$ cat config.mk
export PLATFORM = sky130hd
export DESIGN_NAME = ehr_router
export DESIGN_NICKNAME = d
export VERILOG_FILES = /design/src/rtl/ehr_pkg.sv /design/src/rtl/ehr_fifo.sv /design/src/rtl/ehr_router.sv
export SDC_FILE = /design/constraint.sdc
export NUM_CORES = 1
export LEC_CHECK = 0
export ABC_CLOCK_PERIOD_IN_PS = 7550
export BUFFER_PORTS_ARGS = -buffer_cell sky130_fd_sc_hd__buf_2
export CAP_MARGIN = 20
export CORE_AREA = 2 2 213 194
export CTS_CLUSTER_SIZE = 16
export DETAILED_ROUTE_END_ITERATION = 8
export DIE_AREA = 0 0 215 196
export PLACE_DENSITY_LB_ADDON = 0.05
export SLEW_MARGIN = 25
export SYNTH_ARGS = -nofsm -noshare
export SYNTH_HDL_FRONTEND = slang
export SYNTH_SLANG_ARGS = --single-unit
export TNS_END_PERCENT = 20
$ cat constraint.sdc
create_clock -name mclk -period 7.55 [get_ports mclk]
set_input_delay 1.51 -clock mclk [delete_from_list [all_inputs] [get_ports mclk]]
set_output_delay 1.51 -clock mclk [all_outputs]
set_load 0.01 [all_outputs]
$ cat src/rtl/ehr_pkg.sv
package ehr_pkg;
  localparam int NUM_HANDLES = 6;
  localparam int HID_W = 3;
  localparam int MAX_PAYLOAD = 470;
  localparam int LEN_W = 9;
  localparam int IP_W = 32;
  localparam int PORT_W = 16;
  localparam int IO_W = 24;
  localparam int FIFO_W = 8;
  localparam int FIFO_DEPTH = 4;
  localparam logic [PORT_W-1:0] DEFAULT_SLAVE_PORT = 16'h03e8;
  localparam logic [PORT_W-1:0] MODBUS_PORT = 16'h01f6;
  localparam logic [IO_W-1:0] HANDLE_WEIGHT = 24'h0003e8;
  localparam logic [IO_W-1:0] SLAVE_WEIGHT = 24'h002710;
  localparam logic [IO_W-1:0] MODULE_WEIGHT = 24'h000004;
  localparam logic [4:0] MODULE_MAX = 5'h10;
  localparam logic [2:0] BIT_MAX = 3'h4;
  localparam logic [7:0] FC_RAW = 8'hff;
  localparam logic [47:0] HW_ADDR_BASE = 48'h0200_0000_0000;
  localparam logic [HID_W-1:0] HID_NONE = 3'h0;
  localparam logic [HID_W-1:0] HID_MAX = 3'h6;
  typedef enum logic [1:0] {EHR_PROTO_NONE, EHR_PROTO_TCP, EHR_PROTO_UDP}
    ehr_proto_t;
  typedef enum logic [1:0] {EHR_DST_SERIAL, EHR_DST_HANDLE, EHR_DST_DROP}
    ehr_dst_t;
endpackage

$ cat src/rtl/ehr_fifo.sv
`timescale 1ns/1ps
module ehr_fifo #(
  parameter int WIDTH = 8,
  parameter int DEPTH = 4
) (
  input wire logic mclk,
  input wire logic reset_n,
  input wire logic [WIDTH-1:0] inData,
  input wire logic inValid,
  output logic inReady,
  output logic [WIDTH-1:0] outData,
  output logic outValid,
  input wire logic outReady
);
  localparam int AW = $clog2(DEPTH);
  logic [WIDTH-1:0] mem [DEPTH];
  logic [AW-1:0] wrPtr_reg;
  logic [AW-1:0] rdPtr_reg;
  logic [AW:0] count_reg;
  logic push;
  logic pop;

  assign inReady = (count_reg != (AW+1)'(DEPTH));
  assign outValid = (count_reg != '0);
  assign outData = mem[rdPtr_reg];
  assign push = inValid && inReady;
  assign pop = outValid && outReady;

  function automatic logic [AW-1:0] ptrInc(input logic [AW-1:0] p);
    ptrInc = (p == AW'(DEPTH - 1)) ? '0 : p + 1'b1;
  endfunction

  always_ff @(posedge mclk) begin
    if (push) begin
      mem[wrPtr_reg] <= inData;
    end
  end

  always_ff @(posedge mclk) begin
    if (!reset_n) begin
      wrPtr_reg <= '0;
      rdPtr_reg <= '0;
      count_reg <= '0;
    end else begin
      if (push) begin
        wrPtr_reg <= ptrInc(wrPtr_reg);
      end
      if (pop) begin
        rdPtr_reg <= ptrInc(rdPtr_reg);
      end
      if (push && !pop) begin
        count_reg <= count_reg + 1'b1;
      end else if (pop && !push) begin
        count_reg <= count_reg - 1'b1;
      end
    end
  end
endmodule

$ cat src/rtl/ehr_router.sv
`timescale 1ns/1ps
module ehr_router (
  input wire logic mclk,
  input wire logic reset_n,
  input wire logic [15:0] serialNumber,
  // connection request from a master or an open toward a slave
  input wire logic connReq,
  input wire logic connIsMaster,
  input wire ehr_pkg::ehr_proto_t connProto,
  input wire logic [ehr_pkg::PORT_W-1:0] connPort,
  input wire logic connPortGiven,
  input wire logic connModbus,
  input wire logic [ehr_pkg::HID_W-1:0] connHandle,
  input wire logic [7:0] addrB3,
  input wire logic [7:0] addrB2,
  input wire logic [7:0] addrB1,
  input wire logic [7:0] addrB0,
  input wire logic [ehr_pkg::IP_W-1:0] addrWord,
  input wire logic addrAsWord,
  output logic connAccept,
  output logic connResetPkt,
  output logic connRefused,
  output logic [ehr_pkg::HID_W-1:0] connHandleOut,
  output logic [ehr_pkg::IP_W-1:0] connIpOut,
  output logic [ehr_pkg::PORT_W-1:0] connPortOut,
  output logic [7:0] slaveAddrOut,
  // connection closing
  input wire logic closeReq,
  input wire logic [ehr_pkg::HID_W-1:0] closeHandle,
  // resets
  input wire logic hwOrSerialReset,
  input wire logic netSoftReset,
  output logic [ehr_pkg::NUM_HANDLES-1:0] handleBusy,
  // incoming packet
  input wire logic pktValid,
  input wire logic [ehr_pkg::HID_W-1:0] pktHandle,
  input wire ehr_pkg::ehr_proto_t pktProto,
  input wire logic [ehr_pkg::LEN_W:0] pktLen,
  output logic pktAck,
  output logic pktOversize,
  // response routing
  input wire logic respValid,
  input wire logic respFromProgram,
  input wire logic respHasSuffix,
  input wire logic [ehr_pkg::HID_W-1:0] respSuffixHandle,
  input wire logic default_port_select_switch,
  input wire logic [ehr_pkg::FIFO_W-1:0] respByte,
  output logic respInReady,
  output logic [ehr_pkg::FIFO_W-1:0] txByte,
  output logic txValid,
  input wire logic txReady,
  output ehr_pkg::ehr_dst_t txDst,
  output logic [ehr_pkg::HID_W-1:0] txHandle,
  output ehr_pkg::ehr_proto_t txProto,
  // modbus and io mapping
  input wire logic [7:0] funcCode,
  input wire logic mbReq,
  output logic mbOk,
  output logic mbRaw,
  input wire logic [ehr_pkg::HID_W-1:0] ioHandle,
  input wire logic [4:0] ioModule,
  input wire logic [2:0] ioBit,
  input wire logic [7:0] ioSlave,
  input wire logic ioSlaveGiven,
  output logic [ehr_pkg::IO_W-1:0] ioNumber,
  output logic [47:0] hwAddr
);
  localparam int IO_W = ehr_pkg::IO_W;
  logic [ehr_pkg::NUM_HANDLES-1:0] busy_reg;
  ehr_pkg::ehr_proto_t proto_reg [ehr_pkg::NUM_HANDLES];
  logic [ehr_pkg::NUM_HANDLES-1:0] isMaster_reg;
  logic [ehr_pkg::HID_W-1:0] lastHandle_reg;
  logic [ehr_pkg::HID_W-1:0] freeHid;
  logic [ehr_pkg::HID_W-1:0] udpMasterHid;
  logic [ehr_pkg::HID_W-1:0] grantHid;
  logic grantOk;
  logic [ehr_pkg::IP_W-1:0] ipNext;
  logic [ehr_pkg::HID_W-1:0] routeHid;
  ehr_pkg::ehr_dst_t routeDst;
  logic fifoInValid;
  logic fifoOutValid;
  logic [ehr_pkg::FIFO_W-1:0] fifoOutData;
  logic fifoOutReady;

  // handle numbers run 1..6; index 0 of the arrays is handle 1
  function automatic int hidx(input logic [ehr_pkg::HID_W-1:0] h);
    hidx = int'(h) - 1;
  endfunction

  function automatic logic hidValid(input logic [ehr_pkg::HID_W-1:0] h);
    hidValid = (h != ehr_pkg::HID_NONE) && (h <= ehr_pkg::HID_MAX);
  endfunction

  // lowest free handle, or none when the pool is exhausted
  always_comb begin
    freeHid = ehr_pkg::HID_NONE;
    udpMasterHid = ehr_pkg::HID_NONE;
    for (int i = ehr_pkg::NUM_HANDLES - 1; i >= 0; i--) begin
      if (!busy_reg[i]) begin
        freeHid = ehr_pkg::HID_W'(i + 1);
      end
      if (busy_reg[i] && isMaster_reg[i] &&
          proto_reg[i] == ehr_pkg::EHR_PROTO_UDP) begin
        udpMasterHid = ehr_pkg::HID_W'(i + 1);
      end
    end
  end

  // both address forms land in the same 32-bit word
  assign ipNext = addrAsWord ? addrWord :
                  {addrB3, addrB2, addrB1, addrB0};

  always_comb begin
    grantHid = freeHid;
    grantOk = 1'b0;
    if (connIsMaster) begin
      if (connProto == ehr_pkg::EHR_PROTO_UDP &&
          udpMasterHid != ehr_pkg::HID_NONE) begin
        grantHid = udpMasterHid;
      end
      grantOk = (connProto != ehr_pkg::EHR_PROTO_NONE) &&
                (grantHid != ehr_pkg::HID_NONE);
    end else begin
      grantHid = connHandle;
      grantOk = (connProto != ehr_pkg::EHR_PROTO_NONE) &&
                hidValid(connHandle) && !busy_reg[hidx(connHandle)];
    end
  end

  // handle pool; a network soft reset leaves it alone
  always_ff @(posedge mclk) begin
    if (!reset_n) begin
      busy_reg <= '0;
      isMaster_reg <= '0;
      for (int i = 0; i < ehr_pkg::NUM_HANDLES; i++) begin
        proto_reg[i] <= ehr_pkg::EHR_PROTO_NONE;
      end
    end else begin
      if (hwOrSerialReset) begin
        busy_reg <= '0;
      end else if (closeReq && hidValid(closeHandle)) begin
        busy_reg[hidx(closeHandle)] <= 1'b0;
      end
      // an open in the same cycle as a close or hard reset wins, so the
      // accept pulse never names a handle that was just dropped
      if (connReq && grantOk) begin
        busy_reg[hidx(grantHid)] <= 1'b1;
        isMaster_reg[hidx(grantHid)] <= connIsMaster;
        proto_reg[hidx(grantHid)] <= connProto;
      end
    end
  end

  always_ff @(posedge mclk) begin
    if (!reset_n) begin
      connAccept <= 1'b0;
      connResetPkt <= 1'b0;
      connRefused <= 1'b0;
      connHandleOut <= ehr_pkg::HID_NONE;
      connIpOut <= '0;
      connPortOut <= '0;
      slaveAddrOut <= '0;
    end else begin
      connAccept <= connReq && grantOk;
      connResetPkt <= connReq && connIsMaster && !grantOk;
      connRefused <= connReq && !connIsMaster && !grantOk;
      if (connReq && grantOk) begin
        connHandleOut <= grantHid;
        connIpOut <= ipNext;
        slaveAddrOut <= 8'(grantHid);
        if (connIsMaster) begin
          connPortOut <= connPort;
        end else if (connModbus) begin
          connPortOut <= ehr_pkg::MODBUS_PORT;
          slaveAddrOut <= ioSlaveGiven ? ioSlave : 8'(grantHid);
        end else begin
          connPortOut <= connPortGiven ? connPort :
                         ehr_pkg::DEFAULT_SLAVE_PORT;
        end
      end
    end
  end

  assign handleBusy = busy_reg;

  // packet intake: acknowledge only what arrived and fits
  always_ff @(posedge mclk) begin
    if (!reset_n) begin
      pktAck <= 1'b0;
      pktOversize <= 1'b0;
      lastHandle_reg <= ehr_pkg::HID_NONE;
    end else begin
      pktAck <= pktValid &&
                pktLen <= (ehr_pkg::LEN_W+1)'(ehr_pkg::MAX_PAYLOAD);
      // oversize is flagged, not trusted; the sender owns the limit
      pktOversize <= pktValid &&
                pktLen > (ehr_pkg::LEN_W+1)'(ehr_pkg::MAX_PAYLOAD);
      if (pktValid && hidValid(pktHandle)) begin
        lastHandle_reg <= pktHandle;
      end
    end
  end

  always_comb begin
    routeHid = pktHandle;
    routeDst = ehr_pkg::EHR_DST_HANDLE;
    if (respHasSuffix) begin
      routeHid = respSuffixHandle;
    end else if (respFromProgram) begin
      if (default_port_select_switch) begin
        routeHid = lastHandle_reg;
      end else begin
        routeDst = ehr_pkg::EHR_DST_SERIAL;
      end
    end
    // a closed or bogus destination is dropped rather than misrouted
    if (routeDst == ehr_pkg::EHR_DST_HANDLE &&
        (!hidValid(routeHid) || !busy_reg[hidx(routeHid)])) begin
      routeDst = ehr_pkg::EHR_DST_DROP;
    end
  end

  assign fifoInValid = respValid;

  ehr_fifo #(
    .WIDTH(ehr_pkg::FIFO_W),
    .DEPTH(ehr_pkg::FIFO_DEPTH)
  ) u_fifo (
    .mclk(mclk),
    .reset_n(reset_n),
    .inData(respByte),
    .inValid(fifoInValid),
    .inReady(respInReady),
    .outData(fifoOutData),
    .outValid(fifoOutValid),
    .outReady(fifoOutReady)
  );

  // one-stage output register; holds its byte while txReady is low
  assign fifoOutReady = !txValid || txReady;

  always_ff @(posedge mclk) begin
    if (!reset_n) begin
      txValid <= 1'b0;
      txByte <= '0;
    end else if (fifoOutReady) begin
      txValid <= fifoOutValid;
      txByte <= fifoOutData;
    end
  end

  // destination is latched on every byte accepted into the buffer; it follows the newest byte, not the one in txByte
  always_ff @(posedge mclk) begin
    if (!reset_n) begin
      txDst <= ehr_pkg::EHR_DST_SERIAL;
      txHandle <= ehr_pkg::HID_NONE;
      txProto <= ehr_pkg::EHR_PROTO_NONE;
    end else if (respValid && respInReady) begin
      txDst <= routeDst;
      txHandle <= routeHid;
      txProto <= hidValid(routeHid) ? proto_reg[hidx(routeHid)] :
                 pktProto;
    end
  end

  always_ff @(posedge mclk) begin
    if (!reset_n) begin
      mbOk <= 1'b0;
      mbRaw <= 1'b0;
    end else begin
      mbRaw <= mbReq && funcCode == ehr_pkg::FC_RAW;
      mbOk <= mbReq && ((funcCode >= 8'h01 && funcCode <= 8'h07) ||
              (funcCode >= 8'h0f && funcCode <= 8'h11));
    end
  end

  always_ff @(posedge mclk) begin
    if (!reset_n) begin
      ioNumber <= '0;
    end else begin
      ioNumber <= IO_W'(ioHandle) * ehr_pkg::HANDLE_WEIGHT
                + IO_W'(ioModule - 5'h01) * ehr_pkg::MODULE_WEIGHT
                + IO_W'(ioBit - 3'h1)
                + (ioSlaveGiven ? IO_W'(ioSlave) * ehr_pkg::SLAVE_WEIGHT
                   : '0);
    end
  end

  always_ff @(posedge mclk) begin
    if (!reset_n) begin
      hwAddr <= ehr_pkg::HW_ADDR_BASE;
    end else begin
      hwAddr <= {ehr_pkg::HW_ADDR_BASE[47:16], serialNumber};
    end
  end
endmodule

==> results of run 1 <==
## synthesized netlist by cell type, types with 5 or more instances
cell / count
dfxtp_1: 144
nor2_1: 109
inv_1: 103
ha_1: 96
nand2_1: 89
a21oi_1: 66
edfxtp_1: 48
fa_1: 47
mux2i_1: 47
buf_4: 38
a211oi_2: 37
and2_1: 32
clkbuf_1: 32
o21ai_0: 28
nand3_1: 26
nor3_1: 20
a21o_1: 15
and3_1: 15
nor2b_1: 15
mux4_2: 14
xnor2_1: 13
nand2b_1: 12
nand4_1: 12
xor2_1: 11
a31oi_1: 10
a211oi_1: 9
o211ai_1: 9
nor4_1: 7
or3_1: 7
o21a_1: 6
buf_6: 5
nand4b_1: 5
o31ai_1: 5
## kinds of logic (layout without fill, tap and decap cells)
family	count (synthesis)	count (layout)
other cells	2	33
compound gates	225	225
fa+ha+maj	143	143
xor+xnor	24	24
simple gates	368	368
flops	192	192
buf+inv	185	453
mux	62	62
## cell type report
cell class                 count  area (um2)  share of cell area (%)
antenna                        1        2.50                  0.0174
clock buffer                  18         439                    3.05
clock inverter                14         166                    1.15
inverter                     105         397                    2.75
multi-input combinational    854        6790                    47.1
sequential                   192        4320                    30.0
tap                          540         676                    4.69
timing repair buffer         316        1620                    11.2
## power groups by stage
| stage | registers (mW) | clock network, mW | logic [mW] |
|---|---|---|---|
| 6_report | 1.25 | 0.946 | 1.24 |
| 5_1_grt | 1.26 | 1.03 | 1.42 |
| 4_1_cts | 1.25 | 0.991 | 1.26 |
| 3_5_place_dp | 1.27 | 0 | 1.25 |
| 3_3_place_gp | 1.27 | 0 | 1.25 |
| 2_1_floorplan | 1.29 | 0 | 0.854 |
## worst max path at each step
| stage | start | depth (start not counted) | endpoint |
|---|---|---|---|
| 6_report | ioSlave[2] | 24 | ioNumber[23] |
| 5_1_grt | ioSlave[2] | 24 | ioNumber[23] |
| 4_1_cts | ioSlave[2] | 24 | ioNumber[23] |
| 3_5_place_dp | ioSlave[2] | 24 | ioNumber[23] |
| 3_3_place_gp | ioSlave[2] | 24 | ioNumber[23] |
| 2_1_floorplan | ioSlave[2] | 23 | ioNumber[23] |
## metrics by stage
stage	total power [mW]	util, %	worst slack, ns	hold slack, ns	std cells
after floorplan	2.14	-	0.704	0.439	1231
after global placement	2.52	34.4	0.108	0.436	2007
after detailed placement	2.52	34.4	0.116	0.443	2007
after CTS	3.50	35.9	0.598	0.454	2039
after global routing	3.71	35.9	0.135	0.465	2039
final	3.43	35.9	0.577	0.447	2040
## worst max-delay path, delay by kind of cell
| family | cells | cell delay [ns] |
|---|---|---|
| xor+xnor | 1 | 0.17 |
| compound gates | 9 | 2.39 |
| simple gates | 2 | 0.16 |
| fa+ha+maj | 8 | 2.80 |
| buf+inv | 4 | 0.28 |
## per-layer routing
metal  vias to the layer above  part of all wire, %
met5                         -                    0
li1                       4707                    -
met4                         0                 0.86
met2                       191                   47
met3                        17                  3.8
met1                      4502                   48
==> out/qor.txt, run 1 <==
Status: completed
# fillers: 4,277
Die Wd: 215 um
Postcts setup bufs: 0
Share of cells above drive strength 1: 27.8%
Initial Util: 29.6%
Internal cell power: 2.19 mW
Met3 Use GR: 3.36%
Worst path max stage delay: 0.61 ns
Post-synthesis mux area share: 6.71%
Hold Vio Cnt, Final: 0
Post-Syn Area: 11,900 um2
Comb power frac: 36.2%
Reg clk slew, reported paths: 0.07 ns
Primary FF master, synth: dfxtp_1
Dominant cells by area after synthesis: dfxtp_1, edfxtp_1, ha_1
Chip height: 196 um
Worst reg2reg setup slack: 3.99 ns
P&R area growth vs syn: 21.4%
Vias per inst: 4.62
Mapped Avg Cell Area: 9.89 um2
Worst setup SP type: input pin
RSZ-0062 raised after global routing: no
Area share of the largest cell type after synthesis: 24.3%
Grt met2 use: 26.9%
Adder-cell share of the synthesized area: 18.0%
Xor/xnor share of the synthesized area: 1.77%
Vias in the first global route: 9,476
R2R depth: 10
CTS Buffer Depth: 2
Final #Nets: 1,804
Top Ports: 336
IO Port Bufs: 302
Capturing point of the worst reg2reg path: proto_reg[3][1]
Min Tclk post-route: 6.97 ns
CTS Root Cell: clkbuf_16
Sequential power share: 36.3%
Detailed Route Iter0 Violations: 395
Dpl cell area: 13,800 um2
Crit path top cell by count: ha_1
Final Cycle Share: 92.4%
Sequential area share after synthesis: 36.4%
WL final: 34,000 um
Unique masters post-synth: 76
Finished Cell Area: 14,400 um2
GRT met1 Usage: 22.3%
Sink Count: 192
F_max: 143 MHz
Slowest-stage cell, CP: a2111oi_0
Slew @ Worst Pin: 0.946 ns
Worst setup path class: in2reg
Compound-Gate Fraction of Synth Area: 14.5%
Simple-gate portion of the synthesized area: 15.1%
Async SR Flop Fraction: 0%
Avg WL per Cell: 16.7 um
Largest family of logic cells by synthesized area: adder cells
Sw frac: 36.1%
Yosys reg bits: 192
Core area: 40,100 um2
CTS tree: done
Post-synth EDFFs: 48
First-pass GRT wire length: 53,400 um
Arrival time worst endpoint: 7.29 ns
Antenna Violating Nets Remaining: 0
Most common cell after layout, fill and taps aside: buf_2
Min-delay worst type: reg2reg
Setup TNS: 0 ns
Total track usage: 16.4%
Clock network fraction of total power: 27.6%
Clock skew: 0.0131 ns
Antenna violations before repair: 2
Gpl congestion: 0.794
LEAKAGE: 6.77 nW
Fin. max-slew vios: 0
Hold Path Depth: 2
Critical path, cell by cell: buf_2 > ha_1 > ha_1 > inv_1 > fa_1 > fa_1 > inv_1 > ha_1 > a21o_1 > a21oi_1 > o21ai_0 > a2111o_1 > a41oi_1 > o21ai_0 > o211ai_1 > fa_1 > inv_1 > ha_1 > ha_1 > a2111oi_0 > nand2_1 > o211ai_1 > xor2_1 > nor2_1
Final setup vio count: 0
Worst Path Required: 7.87 ns
Pwr per Cell Area: 238 nW/um2
TritonRoute pass-1 iters: 6
Critical Path End Type: flop
Resized cells post-CTS: 0
Top Registers: connIpOut x32, u_fifo.mem x32, ioNumber x24
Area of the die: 42,100 um2
Max VDD drop: 0.0000989 V
Worst r2r src: handleBusy[3]
Total gr overflow: 0
Via count: 9,417
Area leader, netlist: dfxtp_1
P_sw: 1.24 mW
Maxcap violations: 0
Num CTS Buffers: 17
Final HPWL DP: 26,100 um
# hold bufs at CTS: 0
Most Crowded Layer GR: met2
Post-Syn Instances: 1,201
Largest net degree at the start of global routing: 62
Slew headroom: 36.7%
Ys Warns: 0
Crit Path Max Fanout: 3
# rows: 70
Clk_lat worst skew: 0.46 ns
DRC errors left: 0
Depth of the CTS H-tree: 4
Most frequent cells in the layout: buf_2, dfxtp_1, nor2_1
Worst Hold End: txByte[5]
Worst hold start: txByte[5]
(Power assumes the default switching activity.)
==> run 2, diff against run 1 <==
Settings changed: CORE_AREA 2 2 213 194 to 5 5 216 197, DIE_AREA 0 0 215 196 to 0 0 221 202, PLACE_DENSITY from default to 0.6, PLACE_DENSITY_LB_ADDON 0.05 to default.
==> out/qor.txt, run 2 (synthesis gave the netlist of run 1 again) <==
LEAKAGE: 6.78 nW
Crit Path Max Fanout: 5
# hold bufs at CTS: 0
Num CTS Buffers: 17
Core area: 40,100 um2
Critical Path End Type: flop
Final Cycle Share: 92.3%
Total gr overflow: 0
Die Wd: 221 um
Slew headroom: 39.8%
IO Port Bufs: 302
Antenna violations before repair: 7
Reg clk slew, reported paths: 0.08 ns
Antenna Violating Nets Remaining: 0
Final setup vio count: 0
Via count: 9,512
Worst setup SP type: input pin
Top Registers: connIpOut x32, u_fifo.mem x32, ioNumber x24
P&R area growth vs syn: 21.6%
Min-delay worst type: reg2reg
Worst setup path class: in2reg
# rows: 70
TritonRoute pass-1 iters: 5
Top Ports: 336
Min Tclk post-route: 6.97 ns
Worst hold start: connPortOut[12]
Most frequent cells in the layout: buf_2, dfxtp_1, nor2_1
Largest net degree at the start of global routing: 62
CTS Root Cell: clkbuf_16
Clock skew: 0.0100 ns
Share of cells above drive strength 1: 27.6%
Max VDD drop: 0.000138 V
Postcts setup bufs: 0
CTS tree: done
Arrival time worst endpoint: 7.28 ns
Critical Path Start: ioSlave[3]
Detailed Route Iter0 Violations: 462
First-pass GRT wire length: 50,200 um
Avg WL per Cell: 15.6 um
Slew @ Worst Pin: 0.903 ns
Status: completed
Gpl congestion: 0.814
Final HPWL DP: 24,900 um
Sink Count: 192
F_max: 144 MHz
Fin cells: 2,035
Worst r2r src: handleBusy[0]
Final Util: 36.0%
Hold Vio Cnt, Final: 0
Worst Path Required: 7.86 ns
Maxcap violations: 0
Setup TNS: 0 ns
Depth of the CTS H-tree: 4
WHS: 0.450 ns
Most common cell after layout, fill and taps aside: buf_2
DRC errors left: 0
Total track usage: 13.8%
Chip height: 202 um
Fin. max-slew vios: 0
RSZ-0062 raised after global routing: no
Final #Nets: 1,799
CTS Buffer Depth: 2
WL final: 31,700 um
Clk_lat worst skew: 0.45 ns
Area of the die: 44,600 um2
Pwr per Cell Area: 243 nW/um2
Placed Instances: 2,002
Resized cells post-CTS: 0
Vias in the first global route: 9,678
Initial Util: 29.6%
Vias per inst: 4.67
-- run 2: power by group --
group	internal (mW)	switching, mW
clock network	0.574	0.461
registers	1.18	0.0701
logic	0.528	0.702
-- run 2: worst paths after layout --
check                         end  slack [ns]  depth (start not counted)
setup / recovery     ioNumber[23]        0.58                         24
hold / removal    connPortOut[12]        0.45                          2
setup reg to reg  proto_reg[7][0]        4.08                          9
hold reg to reg   connPortOut[12]        0.45                          2
-- run 2: critical path: stages --
cell	delay [ns]
buf_2	0.15
ha_1	0.28
ha_1	0.27
inv_1	0.05
fa_1	0.48
fa_1	0.63
inv_1	0.06
ha_1	0.28
a21o_1	0.18
a21oi_1	0.21
o21ai_0	0.14
a2111o_1	0.44
a41oi_1	0.28
xnor2_1	0.15
nand2_1	0.08
fa_1	0.51
inv_1	0.04
ha_1	0.28
ha_1	0.24
a2111oi_0	0.49
nand2_1	0.11
o211ai_1	0.20
xor2_1	0.16
nor2_1	0.04
-- run 2: layout make-up --
cell class                 instances  area, um2
clock buffer                      17        425
fill                            4114      25700
sequential                       192       4320
antenna                            1       2.50
tap                              540        676
inverter                         105        397
clock inverter                    15        248
timing repair buffer             311       1580
multi-input combinational        854       6790
-- run 2: routing by layer --
metal,vias to the layer above,track usage (%),wire length (um)
met5,-,0,72
met4,10,4.19,509
met3,42,3.98,1710
met2,224,23.2,15200
met1,4529,17.4,14200
li1,4707,-,-
-- run 2: through the flow --
step	cell area (um2)	power, mW	worst slack (ns)
after floorplan	12000	2.14	0.704
after global placement	13800	2.48	0.166
after detailed placement	13800	2.51	0.105
after CTS	14400	3.57	0.592
after global routing	14400	3.77	0.161
final	14400	3.51	0.584
==> run 3, diff against run 2 <==
Settings changed: CORE_AREA 5 5 216 197 to 5 5 196 217, DIE_AREA 0 0 221 202 to 0 0 201 222.
==> out/qor.txt, run 3 (synthesis gave the netlist of run 1 again) <==
Antenna Violating Nets Remaining: 0
Max VDD drop: 0.000154 V
RSZ-0062 raised after global routing: no
Final setup margin: 0.628 ns
Placed Instances: 1,976
Total gr overflow: 0
Avg WL per Cell: 16.3 um
Vias per inst: 4.76
IO Port Bufs: 302
Final Cycle Share: 91.7%
Worst setup path class: in2reg
Critical path, cell by cell: buf_2 > ha_1 > ha_1 > inv_1 > fa_1 > fa_1 > inv_1 > ha_1 > a21o_1 > a21oi_1 > o21ai_0 > a2111o_1 > a41oi_1 > o21ai_0 > o211ai_1 > fa_1 > inv_1 > ha_1 > ha_1 > a2111oi_0 > nand2_1 > o211ai_1 > xor2_1 > nor2_1
Vias in the first global route: 9,582
DRC errors left: 0
Depth of the CTS H-tree: 4
Core area: 40,000 um2
Total track usage: 14.5%
CTS tree: done
Most common cell after layout, fill and taps aside: buf_2
Sw frac: 35.8%
Reg clk slew, reported paths: 0.08 ns
Share of cells above drive strength 1: 27.5%
First-pass GRT wire length: 51,700 um
Critical Path End Type: flop
Hold Vio Cnt, Final: 0
Final HPWL DP: 26,100 um
WL final: 32,800 um
Resized cells post-CTS: 0
Slowest-stage cell, CP: fa_1
Sequential power share: 36.7%
Top Ports: 336
Antenna violations before repair: 2
Initial Util: 29.7%
Chip height: 222 um
Min-delay worst type: reg2reg
CTS Root Cell: clkbuf_16
Num CTS Buffers: 17
Top Registers: connIpOut x32, u_fifo.mem x32, ioNumber x24
Detailed Route Iter0 Violations: 563
Worst setup SP type: input pin
Slew @ Worst Pin: 0.968 ns
Dpl cell area: 13,700 um2
Crit Path Max Fanout: 3
CTS Buffer Depth: 2
LEAKAGE: 6.75 nW
Dpl ws: 0.160 ns
P_sw: 1.22 mW
Maxcap violations: 0
Min Tclk post-route: 6.92 ns
Largest net degree at the start of global routing: 67
Worst Path Required: 7.87 ns
Area of the die: 44,600 um2
Setup TNS: 0 ns
Fin cells: 2,009
P&R area growth vs syn: 20.8%
Postcts setup bufs: 0
# hold bufs at CTS: 0
# rows: 77
F_max: 144 MHz
Final #Nets: 1,800
Gpl congestion: 0.823
Crit path top cell by count: ha_1
Final setup vio count: 0
Status: completed
Most frequent cells in the layout: buf_2, dfxtp_1, nor2_1
Worst path max stage delay: 0.61 ns
Comb power frac: 36.0%
Clock skew: 0.0120 ns
Fin. max-slew vios: 0
Finished Cell Area: 14,300 um2
Clk_lat worst skew: 0.45 ns
TritonRoute pass-1 iters: 5
Die Wd: 201 um
Arrival time worst endpoint: 7.24 ns
Final Util: 35.9%
Slew headroom: 35.4%
Via count: 9,555
Sink Count: 192
Pwr per Cell Area: 237 nW/um2
Internal cell power: 2.18 mW
Clock network fraction of total power: 27.3%
-- run 3: cell count changes in the layout (fill, tap and decap cells not counted), moves of 2 or more --
cell       change
inv_6          +3
clkbuf_1       +2
inv_8          -3
bufinv_16      -3
-- run 3: layer usage --
metal,share of wire (%),GRT usage (%),vias to the layer above
met4,2.1,4.97,0
met3,4.0,2.65,38
met5,0,0,-
met1,42,17.7,4596
met2,51,25.8,222
li1,-,-,4699
-- run 3: power groups by stage --
stage               logic [mW]  registers [mW]  clock network (mW)
global placement          1.21            1.27                   0
CTS                       1.24            1.25               0.970
global route              1.39            1.27                1.01
floorplan                0.854            1.29                   0
finish                    1.22            1.25               0.926
detailed placement        1.23            1.27                   0
-- run 3: metrics by stage --
stage / hold slack [ns] / power (mW)
floorplan: 0.439 / 2.14
global placement: 0.436 / 2.49
detailed placement: 0.442 / 2.51
CTS: 0.451 / 3.47
global route: 0.468 / 3.66
finish: 0.450 / 3.40
-- run 3: critical path: cells and delay by family --
family	cells	cell delay (ns)
xor gates and xnor gates	1	0.18
buffers and inverters	4	0.30
adders and majority gates	8	2.85
AOI/OAI and AO/OA	9	2.25
and+or+nand+nor	2	0.16
-- run 3: final cells by class --
cell class	instances	area (um2)
timing repair buffer	312	1590
clock buffer	19	433
fill	4043	25600
sequential	192	4320
tap	513	642
inverter	105	397
antenna	1	2.50
multi-input combinational	854	6790
clock inverter	13	171
-- run 3: final timing paths --
kind / from / to / slack [ns] / cells past startpoint
worst min register to register: slaveAddrOut[4] / slaveAddrOut[4] / 0.45 / 2
worst max register to register: handleBusy[1] / proto_reg[3][0] / 4.08 / 10
worst min-delay path: slaveAddrOut[4] / slaveAddrOut[4] / 0.45 / 2
worst max-delay path: ioSlave[2] / ioNumber[23] / 0.63 / 24
